**config.mk**
```make
export PLATFORM = sky130hd
export DESIGN_NAME = rds_switch
export DESIGN_NICKNAME = d
export VERILOG_FILES = /design/src/rds_pkg.sv /design/src/rds_lfsr.sv /design/src/rds_switch.sv
export VERILOG_INCLUDE_DIRS = /design/src
export SDC_FILE = /design/constraint.sdc
export NUM_CORES = 1
export LEC_CHECK = 0
export BUFFER_PORTS_ARGS = -buffer_cell sky130_fd_sc_hd__buf_2
export CAP_MARGIN = 20
export CORE_ASPECT_RATIO = 1.4
export CORE_MARGIN = 10
export CORE_UTILIZATION = 65
export DETAILED_ROUTE_END_ITERATION = 8
export PLACE_DENSITY = 0.82
export SYNTH_ARGS = -nofsm -noshare
export SYNTH_HDL_FRONTEND = slang
export SYNTH_SLANG_ARGS = --single-unit
```
**constraint.sdc**
```tcl
create_clock -name ref_clk -period 10.1 [get_ports ref_clk]
set_input_delay 0.505 -clock ref_clk [delete_from_list [all_inputs] [get_ports ref_clk]]
set_output_delay 0.505 -clock ref_clk [all_outputs]
set_load 0.05 [all_outputs]
```
**src/rds_cfg.svh**
```systemverilog
// Constants of the random delay switch: widths, reset values, seeds.
// Assumes inclusion by the package and the design modules by bare name.
`ifndef RDS_CFG_SVH
`define RDS_CFG_SVH

// ==========================================================
// Widths
`define RDS_LIM_W 16
`define RDS_RND_W 17

// ==========================================================
// Reset values
`define RDS_ON_LIM_RST 16'h000a
`define RDS_OFF_LIM_RST 16'h000a
`define RDS_CNT_RST 16'h0000
`define RDS_LFSR_SEED 17'h00001

// ==========================================================
// Timing counts, in program ticks
`define RDS_MIN_DELAY 16'h0000
`define RDS_LAST_TICK 16'h0001

// ==========================================================
// Pseudo-random taps, polynomial x^17 + x^14 + 1
`define RDS_TAP_HI 16
`define RDS_TAP_LO 13

`endif

```
**src/rds_pkg.sv**
```systemverilog
// Types of the random delay switch.
// Assumes rds_cfg.svh is on the include path.
`include "rds_cfg.svh"

package rds_pkg;

  // ==========================================================
  // Limit sources
  typedef enum logic [1:0] {
    SRC_STORED,
    SRC_VALUE,
    SRC_OUTPUT,
    SRC_COUNT
  } rds_src_t;

  // ==========================================================
  // Stored configuration
  typedef struct packed {
    rds_src_t on_src;
    rds_src_t off_src;
    logic [`RDS_LIM_W-1:0] on_delay_limit;
    logic [`RDS_LIM_W-1:0] off_delay_limit;
  } rds_cfg_t;

  // ==========================================================
  // Live values of other functions
  typedef struct packed {
    logic [`RDS_LIM_W-1:0] analog_value_source;
    logic [`RDS_LIM_W-1:0] analog_output_source;
    logic [`RDS_LIM_W-1:0] counter_value;
  } rds_live_t;

  // ==========================================================
  // Switch states
  typedef enum logic [1:0] {
    ST_LOW,
    ST_ON_WAIT,
    ST_HIGH,
    ST_OFF_WAIT
  } rds_state_t;

endpackage : rds_pkg

```
**src/rds_lfsr.sv**
```systemverilog
// Free-running pseudo-random source for the random delay switch.
// Assumes one clock, ref_clk, and an asynchronous active-low reset.
`timescale 1ns/10ps
`default_nettype none
`include "rds_cfg.svh"

module rds_lfsr
  import rds_pkg::*;
(
  input wire logic ref_clk,
  input wire logic reset_n,
  output logic [`RDS_RND_W-1:0] rnd_value
);

  // ==========================================================
  // Shift register
  logic [`RDS_RND_W-1:0] lfsr_q;
  logic [`RDS_RND_W-1:0] lfsr_d;

  always_comb
  begin
    lfsr_d = {lfsr_q[`RDS_RND_W-2:0],
              lfsr_q[`RDS_TAP_HI] ^ lfsr_q[`RDS_TAP_LO]};
  end

  always_ff @(posedge ref_clk or negedge reset_n)
  begin
    if (!reset_n)
      lfsr_q <= `RDS_LFSR_SEED;
    else
      lfsr_q <= lfsr_d;
  end

  assign rnd_value = lfsr_q;

endmodule : rds_lfsr
`default_nettype wire

```
**src/rds_switch.sv**
```systemverilog
// Random delay switch: output follows enable after random delays.
// Assumes enable, tick and live values come from logic on ref_clk.
`timescale 1ns/10ps
`default_nettype none
`include "rds_cfg.svh"

// Notes on behaviour
// - Rising enable picks random on-delay from zero to on limit, starts it
// - Output goes high when on-delay ends with enable held high
// - Enable falling during on-delay clears timing, output stays low
// - Falling enable picks random off-delay from zero to off limit
// - Output goes low when off-delay ends with enable held low
// - Enable rising during off-delay clears timing, output stays high
// - Each limit comes from stored setting or a live value
module rds_switch
  import rds_pkg::*;
(
  input wire logic ref_clk,
  input wire logic reset_n,
  input wire logic enable,
  input wire logic tick,
  input wire logic param_mode,
  input wire logic cfg_load,
  input wire rds_cfg_t cfg_in,
  input wire rds_live_t live_in,
  output rds_cfg_t cfg_out,
  output logic switched_out
);

  // ==========================================================
  // Functions
  function automatic logic [`RDS_LIM_W-1:0] scale_delay(
    input logic [`RDS_RND_W-1:0] rnd,
    input logic [`RDS_LIM_W-1:0] lim
  );
    logic [2*`RDS_RND_W-1:0] prod;
    prod = rnd * ({1'b0, lim} + 17'h00001);
    return prod[2*`RDS_RND_W-2:`RDS_RND_W];
  endfunction : scale_delay

  function automatic logic [`RDS_LIM_W-1:0] pick_limit(
    input rds_src_t src,
    input logic [`RDS_LIM_W-1:0] stored,
    input rds_live_t live
  );
    logic [`RDS_LIM_W-1:0] lim;
    lim = stored;
    unique case (src)
      SRC_STORED: lim = stored;
      SRC_VALUE: lim = live.analog_value_source;
      SRC_OUTPUT: lim = live.analog_output_source;
      SRC_COUNT: lim = live.counter_value;
    endcase
    return lim;
  endfunction : pick_limit

  // ==========================================================
  // Random source
  logic [`RDS_RND_W-1:0] rnd_value;

  rds_lfsr rds_lfsr_i (
    .ref_clk(ref_clk),
    .reset_n(reset_n),
    .rnd_value(rnd_value)
  );

  // ==========================================================
  // Configuration store
  rds_cfg_t cfg_q;
  rds_cfg_t cfg_d;

  always_comb
  begin
    cfg_d = cfg_q;
    if (cfg_load && param_mode)
      cfg_d = cfg_in;
  end

  always_ff @(posedge ref_clk or negedge reset_n)
  begin
    if (!reset_n)
    begin
      cfg_q.on_src <= SRC_STORED;
      cfg_q.off_src <= SRC_STORED;
      cfg_q.on_delay_limit <= `RDS_ON_LIM_RST;
      cfg_q.off_delay_limit <= `RDS_OFF_LIM_RST;
    end
    else
      cfg_q <= cfg_d;
  end

  assign cfg_out = cfg_q;

  // ==========================================================
  // Delay timing
  logic [`RDS_LIM_W-1:0] on_lim;
  logic [`RDS_LIM_W-1:0] off_lim;
  logic [`RDS_LIM_W-1:0] on_draw;
  logic [`RDS_LIM_W-1:0] off_draw;
  rds_state_t state_q;
  rds_state_t state_d;
  logic [`RDS_LIM_W-1:0] cnt_q;
  logic [`RDS_LIM_W-1:0] cnt_d;
  logic out_q;
  logic out_d;

  always_comb
  begin
    on_lim = pick_limit(cfg_q.on_src, cfg_q.on_delay_limit, live_in);
    off_lim = pick_limit(cfg_q.off_src, cfg_q.off_delay_limit,
                         live_in);
    on_draw = scale_delay(rnd_value, on_lim);
    off_draw = scale_delay(rnd_value, off_lim);
  end

  always_comb
  begin
    state_d = state_q;
    cnt_d = cnt_q;
    out_d = out_q;
    unique case (state_q)
      ST_LOW:
      begin
        if (enable)
        begin
          if (on_draw == `RDS_MIN_DELAY)
          begin
            state_d = ST_HIGH;
            out_d = 1'b1;
          end
          else
          begin
            state_d = ST_ON_WAIT;
            cnt_d = on_draw;
          end
        end
      end
      ST_ON_WAIT:
      begin
        if (!enable)
        begin
          state_d = ST_LOW;
          cnt_d = `RDS_CNT_RST;
        end
        else if (tick)
        begin
          if (cnt_q == `RDS_LAST_TICK)
          begin
            state_d = ST_HIGH;
            cnt_d = `RDS_CNT_RST;
            out_d = 1'b1;
          end
          else
            cnt_d = cnt_q - `RDS_LAST_TICK;
        end
      end
      ST_HIGH:
      begin
        if (!enable)
        begin
          if (off_draw == `RDS_MIN_DELAY)
          begin
            state_d = ST_LOW;
            out_d = 1'b0;
          end
          else
          begin
            state_d = ST_OFF_WAIT;
            cnt_d = off_draw;
          end
        end
      end
      ST_OFF_WAIT:
      begin
        if (enable)
        begin
          state_d = ST_HIGH;
          cnt_d = `RDS_CNT_RST;
        end
        else if (tick)
        begin
          if (cnt_q == `RDS_LAST_TICK)
          begin
            state_d = ST_LOW;
            cnt_d = `RDS_CNT_RST;
            out_d = 1'b0;
          end
          else
            cnt_d = cnt_q - `RDS_LAST_TICK;
        end
      end
    endcase
  end

  always_ff @(posedge ref_clk or negedge reset_n)
  begin
    if (!reset_n)
    begin
      state_q <= ST_LOW;
      cnt_q <= `RDS_CNT_RST;
      out_q <= 1'b0;
    end
    else
    begin
      state_q <= state_d;
      cnt_q <= cnt_d;
      out_q <= out_d;
    end
  end

  assign switched_out = out_q;
endmodule : rds_switch
`default_nettype wire

```
==> impl_metrics.tcl <==
set metrics [dict create \
    core_um2 35900 \
    grt_first_pass_wirelength_um 111000 \
    total_leakage_power_nw 12.1 \
    clock_skew_ns 0.0109 \
    vdd_ir_drop_max_uv 122 \
    dpl.cell_count 3156 \
    run_status "finished, final reports clean" \
    netlist_area_um2 23700 \
    switching_share_pct 49.5 \
    worst_margin_slew_ns 1.01 \
    fp-row-count 82 \
    die_width_um 182 \
    cts-htree-levels 3 \
    syn_avg_cell_area_um2 9.02 \
    dp.final_hpwl_um 54300 \
    route.detailed.drc 0 \
    grt_start_max_net_pins 73 \
    r2r_cells 29 \
    hold_violations 0 \
    num_vias 19400 \
    area.growth.synth_to_final_pct 6.46 \
    rrSetupSlack_ns 0.42 \
    cpMostUsedCell "sky130_fd_sc_hd__fa_1" \
    post-cts-setup-buffer-count 0 \
    worstSetupEndpointType "flop" \
    share_of_cells_above_drive_strength_1_pct 11.6 \
    cellInternalPower_mw 0.840 \
    worst_r2r_end "cnt_q[0]$_DFFE_PN0P_" \
    layout.cells.non_filler 3175 \
    area_leader_netlist "sky130_fd_sc_hd__fa_1" \
    cts-root-to-sink-buffers 2 \
    ys.warnings.count 0 \
    timing.critical_path.buf_inv 3 \
    grt.total_usage_pct 31.1 \
    drtAntennaViolNets 0 \
    die-area_um2 44700 \
    crit_type "reg2reg" \
    finalWirelength_um 67500 \
    mappedNetlistNets 3371 \
    finalCriticalPeriod_ns 9.68 \
    synth_seq_cells 72 \
    initial_antenna_violation_count 1 \
    netlist-cell-type-count 74 \
    period_share_pct 95.9 \
    max_stage_delay_ns 0.59 \
    worst_path_max_delay_cell "sky130_fd_sc_hd__or4_4" \
    async_flop_share_pct 100 \
    final_core_utilization_pct 70.4 \
    gr-usage-met2_pct 53.7 \
    synth.area.top_cells "sky130_fd_sc_hd__fa_1, sky130_fd_sc_hd__ha_1, sky130_fd_sc_hd__inv_1" \
    share_comb_of_total_power_pct 54.5 \
    synth-seq-area-share_pct 7.62 \
    top_level_ports 127 \
    worst_setup_hold_path_clk_slew_ns 0.07 \
    floorplan.initialDensity_pct 66.1 \
    finalPower_mw 1.66 \
    ys.flop_type "sky130_fd_sc_hd__dfrtp_1" \
    groute.layer.met3.usage_pct 5.08 \
    crit_path_start_kind "flop" \
    critical_path_arrival_ns 9.92 \
    synthesis.instances 2631 \
    power.switching_mw 0.822 \
    globalRouteMet1Util_pct 34.6 \
    p_seq_share_pct 25.0 \
    fin_setup_tns_ns 0 \
    cts_tree "built" \
    cts-root-buf "sky130_fd_sc_hd__clkbuf_16" \
    yosysTopAreaCellShare_pct 37.3 \
    timing.critical_path.required_ns 10.34 \
    cts_buffers 9 \
    gp_routability_congestion 0.966 \
    report.final.slew_viol_count 0 \
    gr-max-usage-layer "met2" \
    critical_path.max_fanout 16 \
    drt_pass1_iterations 6 \
    finish.net_count 3447 \
    power.density_cell_area_nw_per_um2 65.7 \
    min_path_type "in2async" \
    crit_family "adder cells" \
    place.port_buffers 126 \
    leading_post_synthesis_cells_by_instance_count "sky130_fd_sc_hd__inv_1, sky130_fd_sc_hd__fa_1, sky130_fd_sc_hd__nand2_1" \
    maxCapViolCount 0 \
    grt_setup_unrepaired "no" \
    clockPowerShare_pct 20.6 \
    via_count_of_the_first_global_routing_pass 21800 \
    setup_violators_final 0 \
    die_height_um 246 \
    route.detailed.wl_per_inst_um 21.3 \
    initialDrtViolationCount 1560 \
    number_of_enable_type_register_cells_in_the_synthesized_netlist 0 \
    achievable-frequency_ghz 0.103 \
    numClockSinks 72 \
    reg2reg_from "cfg_out[35]$_DFFE_PN0P_" \
    synth.most_common_cell "sky130_fd_sc_hd__inv_1" \
    route.detailed.vias_per_inst 6.10 \
    slew-limit-headroom_pct 32.7 \
    clock_insertion_delay_worst_skew_ns 0.36 \
    grt_overflow 0 \
]
[kinds of logic (layout without fill, tap and decap cells)]
family / after synthesis / count (layout) / synth area share, %
AOI/OAI and AO/OA: 224 / 224 / 6.42
muxes: 89 / 89 / 5.79
adders and majority gates: 650 / 650 / 48.2
xor gates and xnor gates: 73 / 73 / 2.69
DFF: 72 / 72 / 7.62
and+or+nand+nor: 856 / 856 / 18.6
other: 0 / 1 / 0
buffers and inverters: 667 / 748 / 10.6
[state kept, by name, summed over array words and instances (netlist names)]
name / count
cfg_out: 36
cnt_q: 16
switched_out: 1
state_q: 2
rds_lfsr_i.rnd_value: 17
[what timing repair did]
action / in CTS / in global routing
gates resized for setup: 0 / 6
hold endpoints to repair: 0 / 0
setup endpoints to repair: 0 / 16
hold buffers: 0 / 0
[cell usage in the layout (no fill, tap or decap), types with 6 or more instances in the layout]
cell / synthesis / layout
sky130_fd_sc_hd__a211oi_1: 17 / 17
sky130_fd_sc_hd__a21o_1: 16 / 16
sky130_fd_sc_hd__a21oi_1: 66 / 66
sky130_fd_sc_hd__a31o_2: 6 / 6
sky130_fd_sc_hd__a31oi_1: 11 / 11
sky130_fd_sc_hd__and2_1: 260 / 260
sky130_fd_sc_hd__and3_1: 11 / 11
sky130_fd_sc_hd__and4_1: 9 / 9
sky130_fd_sc_hd__buf_2: 4 / 125
sky130_fd_sc_hd__buf_4: 2 / 59
sky130_fd_sc_hd__clkbuf_16: 0 / 9
sky130_fd_sc_hd__dfrtp_1: 67 / 66
sky130_fd_sc_hd__fa_1: 442 / 442
sky130_fd_sc_hd__ha_1: 208 / 208
sky130_fd_sc_hd__inv_1: 547 / 547
sky130_fd_sc_hd__mux2_2: 45 / 45
sky130_fd_sc_hd__mux2_4: 8 / 8
sky130_fd_sc_hd__mux4_2: 31 / 31
sky130_fd_sc_hd__nand2_1: 316 / 316
sky130_fd_sc_hd__nand2b_1: 33 / 33
sky130_fd_sc_hd__nand3_1: 27 / 27
sky130_fd_sc_hd__nand4_1: 17 / 17
sky130_fd_sc_hd__nor2_1: 67 / 67
sky130_fd_sc_hd__nor2b_1: 64 / 64
sky130_fd_sc_hd__nor3_1: 23 / 23
sky130_fd_sc_hd__o211ai_1: 9 / 9
sky130_fd_sc_hd__o21a_1: 8 / 8
sky130_fd_sc_hd__o21ai_0: 35 / 35
sky130_fd_sc_hd__or3_1: 10 / 10
sky130_fd_sc_hd__xnor2_1: 42 / 41
sky130_fd_sc_hd__xor2_1: 31 / 28
[stage by stage]
stage,instance area (um2),hold slack [ns],setup slack (ns)
6_report,25300,0.283,0.417
3_5_place_dp,24900,0.519,0.323
4_1_cts,25200,0.342,0.285
5_1_grt,25300,0.345,0.0464
3_3_place_gp,24900,0.511,0.490
2_1_floorplan,23700,0.209,0.547
[power groups by stage]
stage          registers [mW]  clock network (mW)  logic [mW]
4_1_cts                 0.411               0.346       0.874
5_1_grt                 0.420               0.358       0.949
2_1_floorplan           0.467                   0       0.491
3_5_place_dp            0.416                   0       0.869
6_report                0.415               0.342       0.905
3_3_place_gp            0.413                   0       0.854
[metal layers]
| metal | share of wire, % | vias up | routed length, um |
|---|---|---|---|
| met5 | 0 | - | 0 |
| met4 | 8.0 | 0 | 5430 |
| met3 | 7.2 | 350 | 4870 |
| met2 | 50 | 971 | 33800 |
| met1 | 35 | 9778 | 23400 |
| li1 | - | 8273 | - |
[how the worst max path moves through the flow]
stage	startpoint	to	slack (ns)	cells past startpoint
after floorplan	cfg_out[35]$_DFFE_PN0P_	cnt_q[0]$_DFFE_PN0P_	0.55	32
after global placement	cfg_out[35]$_DFFE_PN0P_	cnt_q[0]$_DFFE_PN0P_	0.49	31
after CTS	cfg_out[35]$_DFFE_PN0P_	cnt_q[0]$_DFFE_PN0P_	0.28	31
after detailed placement	cfg_out[35]$_DFFE_PN0P_	cnt_q[0]$_DFFE_PN0P_	0.32	29
final	cfg_out[35]$_DFFE_PN0P_	cnt_q[0]$_DFFE_PN0P_	0.42	29
after global routing	cfg_out[35]$_DFFE_PN0P_	cnt_q[0]$_DFFE_PN0P_	0.05	29
[area by class of cell]
type	count	area, um2
Timing Repair Buffer	184	1070
Inverter	548	2060
Sequential cell	72	1810
Clock inverter	6	68.8
Antenna cell	1	2.50
Clock buffer	10	239
Fill cell	2809	10600
Multi-Input combinational cell	1892	19400
Tap cell	462	578
No activity file was read; power rests on OpenSTA's default activity.
